## config.mk

```make
export PLATFORM = sky130hd
export DESIGN_NAME = tcoc_top
export DESIGN_NICKNAME = d
export VERILOG_FILES = /design/src/core/tcoc_pkg.sv /design/src/core/tcoc_wavegen.sv /design/src/core/tcoc_top.sv
export VERILOG_INCLUDE_DIRS = /design/src /design/src/core
export SDC_FILE = /design/constraint.sdc
export NUM_CORES = 1
export LEC_CHECK = 0
export BUFFER_PORTS_ARGS = -buffer_cell sky130_fd_sc_hd__buf_2
export CORE_AREA = 2 2 113 115
export DETAILED_ROUTE_END_ITERATION = 6
export DIE_AREA = 0 0 115 117
export PLACE_DENSITY = 0.67
export SYNTH_ARGS = -nofsm -noshare
export SYNTH_HDL_FRONTEND = slang
export SYNTH_SLANG_ARGS = --single-unit
```

## constraint.sdc

```tcl
create_clock -name pclk -period 6.95 [get_ports pclk]
set_input_delay 0.695 -clock pclk [delete_from_list [all_inputs] [get_ports pclk]]
set_output_delay 0.695 -clock pclk [all_outputs]
set_load 0.02 [all_outputs]
```

## src/core/tcoc_map.svh

```systemverilog
// Register offsets, field positions and reset values of the timer/counter block.
`ifndef TCOC_MAP_SVH
`define TCOC_MAP_SVH

`define TCOC_ADDR_W 5
`define TCOC_OFF_CTRL_A 5'h00
`define TCOC_OFF_CTRL_B 5'h04
`define TCOC_OFF_COUNT 5'h08
`define TCOC_OFF_CMP_A 5'h0c
`define TCOC_OFF_CMP_B 5'h10
`define TCOC_OFF_MASK 5'h14
`define TCOC_OFF_FLAG 5'h18

`define TCOC_CA_COM_A_HI 7
`define TCOC_CA_COM_A_LO 6
`define TCOC_CA_COM_B_HI 5
`define TCOC_CA_COM_B_LO 4
`define TCOC_CA_WGM_HI 1
`define TCOC_CA_WGM_LO 0
`define TCOC_CB_FORCE_A 7
`define TCOC_CB_FORCE_B 6
`define TCOC_CB_WGM2 3
`define TCOC_CB_CS_HI 2
`define TCOC_CB_CS_LO 0

`define TCOC_IRQ_OVF 0
`define TCOC_IRQ_CMP_A 1
`define TCOC_IRQ_CMP_B 2

`define TCOC_BOTTOM 8'h00
`define TCOC_MAX 8'hff
`define TCOC_RESET_BYTE 8'h00
`define TCOC_PSC_W 10

`endif

```

## src/core/tcoc_pkg.sv

```systemverilog
// Types shared by the timer/counter block.
package tcoc_pkg;
    typedef enum logic [2:0] {
        TCOC_WGM_NORMAL = 3'h0,
        TCOC_WGM_PC_MAX = 3'h1,
        TCOC_WGM_CTC = 3'h2,
        TCOC_WGM_FAST_MAX = 3'h3,
        TCOC_WGM_RSV4 = 3'h4,
        TCOC_WGM_PC_CMPA = 3'h5,
        TCOC_WGM_RSV6 = 3'h6,
        TCOC_WGM_FAST_CMPA = 3'h7
    } tcoc_wgm_t;

    typedef enum logic [2:0] {
        TCOC_CS_STOP = 3'h0,
        TCOC_CS_DIV1 = 3'h1,
        TCOC_CS_DIV8 = 3'h2,
        TCOC_CS_DIV64 = 3'h3,
        TCOC_CS_DIV256 = 3'h4,
        TCOC_CS_DIV1024 = 3'h5,
        TCOC_CS_EXT_FALL = 3'h6,
        TCOC_CS_EXT_RISE = 3'h7
    } tcoc_cs_t;

    typedef enum logic [1:0] {
        TCOC_COM_NONE = 2'h0,
        TCOC_COM_TOGGLE = 2'h1,
        TCOC_COM_CLEAR = 2'h2,
        TCOC_COM_SET = 2'h3
    } tcoc_com_t;
endpackage

```

## src/core/tcoc_wavegen.sv

```systemverilog
// Waveform generator for one compare output unit.
`timescale 1ns/10ps
module tcoc_wavegen
    import tcoc_pkg::*;
#(
    parameter bit UNIT_A = 1'b1
) (
    input wire logic pclk,
    input wire logic presetn,
    input wire logic match_event,
    input wire logic force_strobe,
    input wire logic top_event,
    input wire logic count_down,
    input wire tcoc_wgm_t mode,
    input wire tcoc_com_t compare_output_mode,
    output logic compare_out
);
    logic is_fast;
    logic is_phase;
    logic next_out;

    // Non-PWM action for a match or a forced match.
    function automatic logic apply_com(input tcoc_com_t com, input logic cur);
        unique case (com)
            TCOC_COM_NONE: apply_com = cur;
            TCOC_COM_TOGGLE: apply_com = ~cur;
            TCOC_COM_CLEAR: apply_com = 1'b0;
            TCOC_COM_SET: apply_com = 1'b1;
        endcase
    endfunction

    assign is_fast = (mode == TCOC_WGM_FAST_MAX) || (mode == TCOC_WGM_FAST_CMPA);
    assign is_phase = (mode == TCOC_WGM_PC_MAX) || (mode == TCOC_WGM_PC_CMPA);

    always_comb begin
        next_out = compare_out;
        if (is_fast) begin
            // A match takes priority over the bottom restore when compare equals top.
            if (top_event && compare_output_mode[1]) begin
                next_out = ~compare_output_mode[0];
            end
            if (match_event) begin
                if (compare_output_mode[1]) begin
                    next_out = compare_output_mode[0];
                end else if (compare_output_mode[0] && UNIT_A && mode == TCOC_WGM_FAST_CMPA) begin
                    next_out = ~compare_out;
                end
            end
        end else if (is_phase) begin
            if (match_event && compare_output_mode[1]) begin
                next_out = compare_output_mode[0] ^ count_down;
            end else if (match_event && compare_output_mode[0] && UNIT_A && mode == TCOC_WGM_PC_CMPA) begin
                next_out = ~compare_out;
            end
        end else if (match_event || force_strobe) begin
            next_out = apply_com(compare_output_mode, compare_out);
        end
    end

    // The state is never reset by a mode change, only by system reset.
    always_ff @(posedge pclk or negedge presetn) begin
        if (!presetn) begin
            compare_out <= 1'b0;
        end else begin
            compare_out <= next_out;
        end
    end
endmodule // tcoc_wavegen

```

## src/core/tcoc_top.sv

```systemverilog
// Eight-bit timer/counter with two output compare units and an APB register slave.
// Overview of operation
// - Count value and both compare values are eight-bit registers; counting is eight-bit.
// - Overflow, compare A, compare B flags sit in the flag register, each maskable.
// - Clock select picks prescaled clock or external pin; zero stops the counter.
// - Software reads and writes the count value at any time.
// - A software count write beats any clear or count in that cycle.
// - Bottom is 0x00, max is 0xff, top is 0xff or compare A by mode.
// - Each tick clears, increments or decrements per the three waveform mode bits.
// - Overflow flag sets where the mode defines it and can request an interrupt.
// - A match sets its compare flag on the next tick; requests interrupt if enabled.
// - Compare flags clear on interrupt service or when software writes one.
// - PWM modes double buffer compare values, updated at top; other modes do not.
// - Buffered modes access the buffer; unbuffered modes access the active value.
// - Force strobe in non-PWM modes acts like a match without flag or clear.
// - A count write blocks every compare match in the following tick.
// - Waveform output follows match, mode and output mode, with top/bottom events.
// - Compare output state is kept across waveform mode changes.
// - Output mode bits take effect at once, without buffering.
// - Mode 0 counts up, wraps from 0xff to 0x00, sets overflow at zero.
// - Mode 2 clears the counter on compare A match; compare A is top.
// - Fast PWM is mode 3 with top 0xff or mode 7 with top compare A.
// - Output mode zero means no action on the output at a match.
`timescale 1ns/10ps
`include "tcoc_map.svh"
module tcoc_top
    import tcoc_pkg::*;
(
    input wire logic pclk,
    input wire logic presetn,
    input wire logic psel,
    input wire logic penable,
    input wire logic pwrite,
    input wire logic [31:0] paddr,
    input wire logic [31:0] pwdata,
    output logic [31:0] prdata,
    output logic pready,
    output logic pslverr,
    input wire logic external_count_input,
    input wire logic irq_ack_overflow,
    input wire logic irq_ack_compare_a,
    input wire logic irq_ack_compare_b,
    output logic irq_overflow,
    output logic irq_compare_a,
    output logic irq_compare_b,
    output logic compare_out_a,
    output logic compare_out_b,
    output logic compare_out_a_en,
    output logic compare_out_b_en
);
    logic [7:0] control_reg_a;
    logic [3:0] control_reg_b;
    logic [7:0] count_value;
    logic [7:0] compare_a_value;
    logic [7:0] compare_b_value;
    logic [7:0] compare_a_buf;
    logic [7:0] compare_b_buf;
    logic [2:0] timer_mask_reg;
    logic [2:0] timer_flag_reg;
    logic [`TCOC_PSC_W-1:0] prescaler;
    logic ext_s1;
    logic ext_s2;
    logic ext_s3;
    logic count_down;
    logic match_block;
    logic force_a;
    logic force_b;
    logic wave_a;
    logic wave_b;

    tcoc_wgm_t waveform_mode_sel;
    tcoc_cs_t clock_select;
    logic [`TCOC_ADDR_W-1:0] reg_addr;
    logic addr_hit;
    logic bus_wr;
    logic wr_ctrl_a;
    logic wr_ctrl_b;
    logic wr_count;
    logic wr_cmp_a;
    logic wr_cmp_b;
    logic wr_mask;
    logic wr_flag;
    logic timer_tick;
    logic is_pwm;
    logic is_fast;
    logic is_phase;
    logic [7:0] top_value;
    logic at_top;
    logic top_event;
    logic match_a;
    logic match_b;
    logic match_event_a;
    logic match_event_b;
    logic overflow_event;
    logic [7:0] next_count;
    logic next_down;
    logic [2:0] flag_set;
    logic [2:0] flag_clr;
    logic [31:0] read_mux;

    // A register is word aligned; any address outside the map answers with an error.
    function automatic logic offset_is(input logic [31:0] addr, input logic [`TCOC_ADDR_W-1:0] off);
        offset_is = (addr[31:`TCOC_ADDR_W] == '0) && (addr[`TCOC_ADDR_W-1:0] == off);
    endfunction

    assign reg_addr = paddr[`TCOC_ADDR_W-1:0];
    assign addr_hit = offset_is(paddr, `TCOC_OFF_CTRL_A) || offset_is(paddr, `TCOC_OFF_CTRL_B) ||
                      offset_is(paddr, `TCOC_OFF_COUNT) || offset_is(paddr, `TCOC_OFF_CMP_A) ||
                      offset_is(paddr, `TCOC_OFF_CMP_B) || offset_is(paddr, `TCOC_OFF_MASK) ||
                      offset_is(paddr, `TCOC_OFF_FLAG);
    assign bus_wr = psel && penable && pready && pwrite && addr_hit;
    assign wr_ctrl_a = bus_wr && reg_addr == `TCOC_OFF_CTRL_A;
    assign wr_ctrl_b = bus_wr && reg_addr == `TCOC_OFF_CTRL_B;
    assign wr_count = bus_wr && reg_addr == `TCOC_OFF_COUNT;
    assign wr_cmp_a = bus_wr && reg_addr == `TCOC_OFF_CMP_A;
    assign wr_cmp_b = bus_wr && reg_addr == `TCOC_OFF_CMP_B;
    assign wr_mask = bus_wr && reg_addr == `TCOC_OFF_MASK;
    assign wr_flag = bus_wr && reg_addr == `TCOC_OFF_FLAG;

    assign waveform_mode_sel = tcoc_wgm_t'({control_reg_b[3], control_reg_a[`TCOC_CA_WGM_HI:`TCOC_CA_WGM_LO]});
    assign clock_select = tcoc_cs_t'(control_reg_b[2:0]);
    assign is_fast = waveform_mode_sel == TCOC_WGM_FAST_MAX || waveform_mode_sel == TCOC_WGM_FAST_CMPA;
    assign is_phase = waveform_mode_sel == TCOC_WGM_PC_MAX || waveform_mode_sel == TCOC_WGM_PC_CMPA;
    assign is_pwm = is_fast || is_phase;

    // Prescaler taps and the synchronised external pin give the tick.
    always_comb begin
        unique case (clock_select)
            TCOC_CS_STOP: timer_tick = 1'b0;
            TCOC_CS_DIV1: timer_tick = 1'b1;
            TCOC_CS_DIV8: timer_tick = &prescaler[2:0];
            TCOC_CS_DIV64: timer_tick = &prescaler[5:0];
            TCOC_CS_DIV256: timer_tick = &prescaler[7:0];
            TCOC_CS_DIV1024: timer_tick = &prescaler[9:0];
            TCOC_CS_EXT_FALL: timer_tick = !ext_s2 && ext_s3;
            TCOC_CS_EXT_RISE: timer_tick = ext_s2 && !ext_s3;
        endcase
    end

    always_ff @(posedge pclk or negedge presetn) begin
        if (!presetn) begin
            prescaler <= '0;
        end else begin
            prescaler <= prescaler + 1'b1;
        end
    end

    // The pin is asynchronous; only the second and third stages feed the edge detect.
    always_ff @(posedge pclk or negedge presetn) begin
        if (!presetn) begin
            ext_s1 <= 1'b0;
            ext_s2 <= 1'b0;
            ext_s3 <= 1'b0;
        end else begin
            ext_s1 <= external_count_input;
            ext_s2 <= ext_s1;
            ext_s3 <= ext_s2;
        end
    end

    assign top_value = (waveform_mode_sel == TCOC_WGM_CTC || waveform_mode_sel == TCOC_WGM_PC_CMPA ||
                        waveform_mode_sel == TCOC_WGM_FAST_CMPA) ? compare_a_value : `TCOC_MAX;
    assign at_top = count_value == top_value;
    assign top_event = timer_tick && at_top && !count_down;
    assign match_a = count_value == compare_a_value;
    assign match_b = count_value == compare_b_value;
    assign match_event_a = timer_tick && match_a && !match_block;
    assign match_event_b = timer_tick && match_b && !match_block;

    always_comb begin
        next_count = count_value;
        next_down = count_down;
        overflow_event = 1'b0;
        if (timer_tick) begin
            if (is_phase) begin
                if (!count_down && at_top) begin
                    next_down = 1'b1;
                    next_count = count_value - 1'b1;
                end else if (count_down && count_value == `TCOC_BOTTOM) begin
                    next_down = 1'b0;
                    next_count = count_value + 1'b1;
                    overflow_event = 1'b1;
                end else begin
                    next_count = count_down ? count_value - 1'b1 : count_value + 1'b1;
                end
            end else if (at_top) begin
                next_down = 1'b0;
                next_count = `TCOC_BOTTOM;
                overflow_event = is_fast || count_value == `TCOC_MAX;
            end else begin
                next_down = 1'b0;
                next_count = count_value + 1'b1;
                overflow_event = count_value == `TCOC_MAX;
            end
        end
    end

    always_ff @(posedge pclk or negedge presetn) begin
        if (!presetn) begin
            count_value <= `TCOC_RESET_BYTE;
            count_down <= 1'b0;
        end else begin
            count_down <= next_down;
            if (wr_count) begin
                count_value <= pwdata[7:0];
            end else begin
                count_value <= next_count;
            end
        end
    end

    // The block holds until the next tick, so it also spans a stopped timer.
    always_ff @(posedge pclk or negedge presetn) begin
        if (!presetn) begin
            match_block <= 1'b0;
        end else if (wr_count) begin
            match_block <= 1'b1;
        end else if (timer_tick) begin
            match_block <= 1'b0;
        end
    end

    // Buffered compare values move to the active copy at top in PWM modes.
    always_ff @(posedge pclk or negedge presetn) begin
        if (!presetn) begin
            compare_a_buf <= `TCOC_RESET_BYTE;
            compare_b_buf <= `TCOC_RESET_BYTE;
            compare_a_value <= `TCOC_RESET_BYTE;
            compare_b_value <= `TCOC_RESET_BYTE;
        end else begin
            if (wr_cmp_a) begin
                compare_a_buf <= pwdata[7:0];
            end
            if (wr_cmp_b) begin
                compare_b_buf <= pwdata[7:0];
            end
            if (is_pwm && timer_tick && at_top) begin
                compare_a_value <= compare_a_buf;
                compare_b_value <= compare_b_buf;
            end else if (!is_pwm) begin
                if (wr_cmp_a) begin
                    compare_a_value <= pwdata[7:0];
                end
                if (wr_cmp_b) begin
                    compare_b_value <= pwdata[7:0];
                end
            end
        end
    end

    always_ff @(posedge pclk or negedge presetn) begin
        if (!presetn) begin
            control_reg_a <= `TCOC_RESET_BYTE;
            control_reg_b <= 4'h0;
            timer_mask_reg <= 3'h0;
        end else begin
            if (wr_ctrl_a) begin
                control_reg_a <= pwdata[7:0] & 8'hf3;
            end
            if (wr_ctrl_b) begin
                control_reg_b <= {pwdata[`TCOC_CB_WGM2], pwdata[`TCOC_CB_CS_HI:`TCOC_CB_CS_LO]};
            end
            if (wr_mask) begin
                timer_mask_reg <= pwdata[2:0];
            end
        end
    end

    assign force_a = wr_ctrl_b && pwdata[`TCOC_CB_FORCE_A] && !is_pwm;
    assign force_b = wr_ctrl_b && pwdata[`TCOC_CB_FORCE_B] && !is_pwm;

    // A new event in the clearing cycle wins over the clear.
    assign flag_set = {match_event_b, match_event_a, overflow_event};
    assign flag_clr = (wr_flag ? pwdata[2:0] : 3'h0) |
                      {irq_ack_compare_b, irq_ack_compare_a, irq_ack_overflow};

    always_ff @(posedge pclk or negedge presetn) begin
        if (!presetn) begin
            timer_flag_reg <= 3'h0;
            irq_overflow <= 1'b0;
            irq_compare_a <= 1'b0;
            irq_compare_b <= 1'b0;
        end else begin
            timer_flag_reg <= flag_set | (timer_flag_reg & ~flag_clr);
            irq_overflow <= timer_flag_reg[`TCOC_IRQ_OVF] && timer_mask_reg[`TCOC_IRQ_OVF];
            irq_compare_a <= timer_flag_reg[`TCOC_IRQ_CMP_A] && timer_mask_reg[`TCOC_IRQ_CMP_A];
            irq_compare_b <= timer_flag_reg[`TCOC_IRQ_CMP_B] && timer_mask_reg[`TCOC_IRQ_CMP_B];
        end
    end

    tcoc_wavegen #(.UNIT_A(1'b1)) u_wave_a (
        .pclk(pclk),
        .presetn(presetn),
        .match_event(match_event_a),
        .force_strobe(force_a),
        .top_event(top_event),
        .count_down(count_down),
        .mode(waveform_mode_sel),
        .compare_output_mode(tcoc_com_t'(control_reg_a[`TCOC_CA_COM_A_HI:`TCOC_CA_COM_A_LO])),
        .compare_out(wave_a)
    );

    tcoc_wavegen #(.UNIT_A(1'b0)) u_wave_b (
        .pclk(pclk),
        .presetn(presetn),
        .match_event(match_event_b),
        .force_strobe(force_b),
        .top_event(top_event),
        .count_down(count_down),
        .mode(waveform_mode_sel),
        .compare_output_mode(tcoc_com_t'(control_reg_a[`TCOC_CA_COM_B_HI:`TCOC_CA_COM_B_LO])),
        .compare_out(wave_b)
    );

    always_ff @(posedge pclk or negedge presetn) begin
        if (!presetn) begin
            compare_out_a <= 1'b0;
            compare_out_b <= 1'b0;
            compare_out_a_en <= 1'b0;
            compare_out_b_en <= 1'b0;
        end else begin
            compare_out_a <= wave_a;
            compare_out_b <= wave_b;
            compare_out_a_en <= |control_reg_a[`TCOC_CA_COM_A_HI:`TCOC_CA_COM_A_LO];
            compare_out_b_en <= |control_reg_a[`TCOC_CA_COM_B_HI:`TCOC_CA_COM_B_LO];
        end
    end

    always_comb begin
        read_mux = 32'h0000_0000;
        unique case (reg_addr)
            `TCOC_OFF_CTRL_A: read_mux[7:0] = control_reg_a;
            `TCOC_OFF_CTRL_B: read_mux[3:0] = control_reg_b;
            `TCOC_OFF_COUNT: read_mux[7:0] = count_value;
            `TCOC_OFF_CMP_A: read_mux[7:0] = is_pwm ? compare_a_buf : compare_a_value;
            `TCOC_OFF_CMP_B: read_mux[7:0] = is_pwm ? compare_b_buf : compare_b_value;
            `TCOC_OFF_MASK: read_mux[2:0] = timer_mask_reg;
            `TCOC_OFF_FLAG: read_mux[2:0] = timer_flag_reg;
            default: read_mux = 32'h0000_0000;
        endcase
    end

    // One wait-free access phase: pready rises in the first access cycle from a flop.
    always_ff @(posedge pclk or negedge presetn) begin
        if (!presetn) begin
            pready <= 1'b0;
            pslverr <= 1'b0;
            prdata <= 32'h0000_0000;
        end else if (psel && !penable) begin
            pready <= 1'b1;
            pslverr <= !addr_hit;
            prdata <= (addr_hit && !pwrite) ? read_mux : 32'h0000_0000;
        end else begin
            pready <= 1'b0;
            pslverr <= 1'b0;
            prdata <= 32'h0000_0000;
        end
    end
endmodule // tcoc_top

```

[Word level (Yosys, flattened, before mapping)]
Index checks and enable logic that the tools add are counted.
Storage, ports and cells
  memory bits (writable): 0
  output and inout bits: 41
  input port bits: 73
  memories kept: 0
  word-level logic and storage cells: 217
  bits in latches: 0
  memory bits (read-only): 0
  flip-flop bits (word level): 114
Cells by class
  reduce and logical (&&, ||, !) cells: 90
  add/subtract/negate cells: 3
  bitwise gates (word level): 10
  equal/unequal tests: 34
  shift operators: 0
  multiply operators: 0
  divide/modulo/power cells: 0
  magnitude comparators: 0
  mux-type cells: 53
Operators with widths (number)
  8-bit two-way mux: 18
  1-bit logical AND: 46
  1-bit two-way mux: 28
  27-bit logical NOT: 1
  8-bit equality test: 3
  3-bit one-hot mux with 7 select lines: 1
  3-bit equality test, second input constant: 6
  4-bit one-hot mux with 4 select lines: 1
  5-bit equality test, second input constant: 3
  1-bit logical OR: 14
  3-bit by 2-bit equality test with 1-bit output, second input constant: 4
  10-bit by 1-bit adder with 10-bit output, second input constant: 1
  5-bit by 4-bit equality test with 1-bit output, second input constant: 2
  10-bit AND reduction: 1
  3-bit AND reduction: 3
  8-bit by 1-bit adder with 8-bit output, second input constant: 1
  2-bit equality test, second input constant: 4
  8-bit equality test, second input constant: 1
  1-bit logical NOT: 8
  8-bit logical NOT: 1
  1-bit one-hot mux with 8 select lines: 1
  8-bit AND reduction: 1
  8-bit by 1-bit subtractor with 8-bit output, second input constant: 1
  3-bit by 1-bit equality test with 1-bit output, second input constant: 2
  other kinds (23): 38

[Depth between registers and ports, before layout]
  depth after elaboration: 16
  gate-level depth with buffers: 10
  gate-level depth less buffers: 9

[Hierarchy]
From an unflattened synthesis, not the netlist that was laid out.
Second synthesis, totals
  cells, all modules: 562
  area total of the unflattened synthesis: 5393.9 um2
Modules (own cells, without submodules)
  tcoc_top: cells each 524, area an instance 5106.1 um2, times used 1, seq. area each 2202.1 um2
  tcoc_wavegen at u_wave_a: cells each 21, area an instance 155.1 um2, times used 1, seq. area each 25.0 um2
  tcoc_wavegen at u_wave_b: cells each 17, area an instance 132.6 um2, times used 1, seq. area each 25.0 um2

[Worst setup path after synthesis]
No wires, ideal clock.
  path type: input to register
  from: input paddr[19]
  to: register u_wave_a.compare_out
  stages: 8
  data arrival time: 2366 ps
  slack: 4463 ps
  path buffers: 0
  path through: nor4_1 nand3_1 nor4_4 nand2_1 o32a_1 o21ai_1 a21oi_1 o22a_1
On the way
  word-level cells in the longest chain between the ends: 15
  elaborated cells between the ends (all ways): 21
RTL lines
  start: declaration: RTL line tcoc_top.sv:34  | input wire logic [31:0] paddr,
  27-bit logical NOT (*): RTL line tcoc_top.sv:103  | offset_is = (addr[31:`TCOC_ADDR_W] == '0) && (addr[`TCOC_ADDR_W-1:0] == off);
  1-bit logical AND: RTL line tcoc_top.sv:103
  1-bit logical OR (5 in a row): RTL line tcoc_top.sv:107  | assign addr_hit = offset_is(paddr, `TCOC_OFF_CTRL_A) || offset_is(paddr, `TCOC_OFF_CTRL_B) ||
  1-bit logical OR (*): RTL line tcoc_top.sv:107
  1-bit logical AND (*): RTL line tcoc_top.sv:111  | assign bus_wr = psel && penable && pready && pwrite && addr_hit;
  1-bit logical AND (no source line) (*)
  1-bit logical AND (*) (2 in a row): RTL line tcoc_top.sv:269  | assign force_a = wr_ctrl_b && pwdata[`TCOC_CB_FORCE_A] && !is_pwm;
  1-bit logical OR (*): RTL line tcoc_wavegen.sv:55  | end else if (match_event || force_strobe) begin
  3-bit nonzero test (no source line) (*)
  3-bit AND reduction (no source line) (*)
  end signal: assignment: RTL line tcoc_wavegen.sv:65  | compare_out <= next_out;
  end: declaration: RTL line tcoc_wavegen.sv:16  | output logic compare_out
Every way passes the cells marked *; elsewhere a longest branch is shown, timed or not.
A chain may end at the register's enable or synchronous reset.

[Worst setup path in the final report]
  from: register prescaler[0]
  to: register compare_a_value[1]
On the way
  word-level cells in the longest chain between the ends: 6
  elaborated cells between the ends (all ways): 11
RTL lines
  start: declaration: RTL line tcoc_top.sv:60  | logic [`TCOC_PSC_W-1:0] prescaler;
  start signal: assignment: RTL line tcoc_top.sv:144  | prescaler <= prescaler + 1'b1;
  10-bit AND reduction (tied with other cells): RTL line tcoc_top.sv:134  | TCOC_CS_DIV1024: timer_tick = &prescaler[9:0];
  1-bit one-hot mux with 8 select lines (*): RTL line tcoc_top.sv:128  | unique case (clock_select)
  1-bit logical AND (*) (2 in a row): RTL line tcoc_top.sv:237  | if (is_pwm && timer_tick && at_top) begin
  2-bit by 1-bit != test with 1-bit output (no source line) / 2-bit nonzero test (equally long branches)
  2-bit AND reduction (no source line)
  end signal: assignment: RTL line tcoc_top.sv:228  | compare_a_value <= `TCOC_RESET_BYTE;
  end signal: assignment: RTL line tcoc_top.sv:238  | compare_a_value <= compare_a_buf;
  end signal: assignment: RTL line tcoc_top.sv:242  | compare_a_value <= pwdata[7:0];
  end: declaration: RTL line tcoc_top.sv:54  | logic [7:0] compare_a_value;
Marked as above.

==> flow_summary_export.csv <==
group,metric,value,unit
floorplan,dieArea,0.0135,sq mm
routing,ant_nets,0,
routing,drt-pass1-iter-count,5,
synthesis,async_reset_ff_share,100,%
worst_setup_path,setup.worst_path.end_class,"flip-flop",
pwr,power.density,182,mW/mm^2
floorplan,io_pins,114,
final_layout,finish.utilization,48.5,%
worst_hold_path,min_path_type,"in2async",
final_layout,largest_reg_flops,10,
outcome,status,"finished, final reports clean",
cts,cts_max_level,3,
pwr,peakVddDrop,0.137,mV
routing,vias,4303,
final_layout,nets,664,
place,dp_cells,726,
final_layout,mostFrequentLayoutCells,"dfrtp_1 (90), buf_2 (64), nand2_1 (40), mux2_2 (40), nor2_1 (34)",
final_layout,fillCellCount,1126,
synthesis,post_synth.cell_area_avg,10.0,sq um
synthesis,ys.warnings.count,0,
place,numPortBuffers,65,
cts,clk_pin_slew,0.06,ns
synthesis,synth-edff-count,0,
synthesis,yosysSeqAreaShare,41.9,%
pwr,switching_share,23.5,%
routing,via_per_inst,5.80,
cts,clockBufferDepth,2,
worst_setup_path,startpoint,"prescaler[0]",
global_route,grt_pass1_wl,22.2,mm
synthesis,yosys-top-cells-area,"dfrtp_1 (42%), mux2_2 (8.4%), mux2i_1 (4.1%)",
timing,timing.hold.ws,0.252,ns
floorplan,dieHeight,117,um
pwr,seq_power_share,48.5,%
worst_setup_path,path_max_fanout,32,
place,gp_congestion,0.939,
pwr,p_leak,2.69,nW
routing,wl_per_cell,18.6,um
cts,cts_sinks,90,
floorplan,die_w,115,um
timing,finalHoldViolCount,0,
synthesis,netlist.area_leader.share,41.9,%
final_layout,drive_gt1_share,26.4,%
timing,tns,0,ns
routing,dr.first_iter.drc_count,324,
worst_setup_path,worstPathRequired,7.12,ns
routing,drt-total-wl,13.8,mm
pwr,pwr-share-comb,5.0,%
worst_setup_path,critPathArrivalTime,3.41,ns
pwr,clkPwrFrac,46.5,%
synthesis,synth_cells,535,
floorplan,core-area,0.0123,sq mm
timing,slew_headroom,20.8,%
worst_setup_path,worstSetupStartpointType,"flip-flop",
timing,max_freq,309,MHz
final_layout,num_antenna_cells,0,
timing,tightest_slew,1.18,ns
synthesis,yosys.area.top_type,"dfrtp_1",
place,post-dp-hpwl,9.84,mm
final_layout,multiInputGateArea,0.00282,sq mm
timing,period_share,46.5,%
cts,clock_latency,0.36,ns
global_route,grt_pass1_vias,4163,
timing,final.setup.worst_slack,3.72,ns
timing,rsz0062_at_grt,"no",
timing,layout_min_cycle_time,3.23,ns
final_layout,final_common_cell,"dfrtp_1",
worst_setup_path,critPathKind,"reg2reg",
final_layout,seqCellArea,0.00225,sq mm
timing,skew,0.00895,ns
place,place_area,0.00567,sq mm
synthesis,yosysUniqueCellTypes,79,
cts,cts_buffers,9,
place,post-place-ws,3.76,ns
floorplan,floorplan.rows,41,
pwr,intPower,0.830,mW
cts,ctsHoldBuffers,0,
cts,cts_tree,"yes",
pwr,p_total,1.09,mW
final_layout,stdcell_area,0.00598,sq mm
cts,clock-root-buffer,"clkbuf_16",
final_layout,area_delta_synth_final,11.2,%
floorplan,initial_core_util,43.6,%
global_route,grt_max_degree,63,
global_route,overflow,0,
timing,setup_viol,0,
cts,cts_setup_buffers,0,
flow_run,drv_cap,0,
worst_setup_path,worstReg2RegStart,"prescaler[0]",
synthesis,synthFlopType,"dfrtp_1",
global_route,antenna_found_initial,0,
synthesis,syn_area,0.00537,sq mm
synthesis,ys_ff_latch,90,
final_layout,finalNonFillerCells,742,
pwr,switching_power,0.255,mW
cts,ctsResizeCount,0,
global_route,grt_usage,21.7,%
routing,drcViolationCount,0,
timing,drv_slew,0,
final_layout,regMostFlops,"prescaler",
[kinds of logic (layout without fill, tap and decap cells)]
logic type	Yosys count	count (layout)	share of synthesized area (%)
buf+inv	67	101	7.22
compound gates	128	128	17.2
simple gates	161	161	16.5
fa+ha+maj	4	4	0.931
mux	64	64	13.0
other cells	1	24	0.0698
flops	90	90	41.9
xor+xnor	20	20	3.26
[metal layers]
| layer | track usage (%) | vias to the layer above | wire (um) |
|---|---|---|---|
| li1 | - | 1993 | - |
| met2 | 35.4 | 178 | 6660 |
| met3 | 5.05 | 20 | 857 |
| met4 | 6.35 | 0 | 220 |
| met1 | 29.0 | 2112 | 6040 |
| met5 | 0 | - | 0 |
[worst max-delay path: stages, from the launching register on]
cell and delay [ns]:
dfrtp_1 0.38, ha_1 0.20, nand3_2 0.10, or2_1 0.28, a311o_1 0.40, nand2_1 0.34, nand3_1 0.91, nor2_1 0.34
a21oi_1 0.07
[cell type report]
type | count | area share [%]
clock buffers | 11 | 4.06
clock inverters | 5 | 1.05
inverters | 18 | 1.13
multi-input cells | 401 | 47.2
flip-flops and latches | 90 | 37.7
well taps | 150 | 3.14
repair buffers | 67 | 5.74
[synthesized netlist by cell type (3+ instances only)]
cell	count
a211o_1	3
a21o_1	4
a21oi_1	32
a22oi_1	17
a31oi_1	6
a32oi_1	4
and2_1	3
and2b_2	3
and3_1	4
buf_2	4
buf_4	27
clkbuf_1	12
dfrtp_1	90
ha_1	4
inv_1	18
mux2_2	40
mux2i_1	22
nand2_1	40
nand2_2	3
nand2b_1	10
nand3_1	14
nand3b_1	3
nor2_1	34
nor3_1	13
nor4_1	10
o211ai_1	3
o21ai_0	23
o22ai_1	5
o31ai_1	4
xnor2_1	6
xor2_1	14
[power by group through the flow]
stage	sequential [mW]	clock, mW	combinational, mW
floorplan	0.536	0	0.0311
global placement	0.536	0	0.0538
detailed placement	0.536	0	0.0548
CTS	0.526	0.511	0.0549
global route	0.526	0.536	0.0605
finish	0.526	0.505	0.0545
[worst paths after layout]
check | endpoint | slack [ns] | cells past startpoint
max | compare_a_value[1] | 3.72 | 8
max reg2reg | compare_a_value[1] | 3.72 | 8
max in group asynchronous | compare_a_buf[6] | 5.57 | 2
min | prescaler[5] | 0.25 | 1
min in group pclk | ext_s2 | 0.37 | 0
min reg2reg | ext_s2 | 0.37 | 0
No activity file was read; power rests on OpenSTA's default activity.
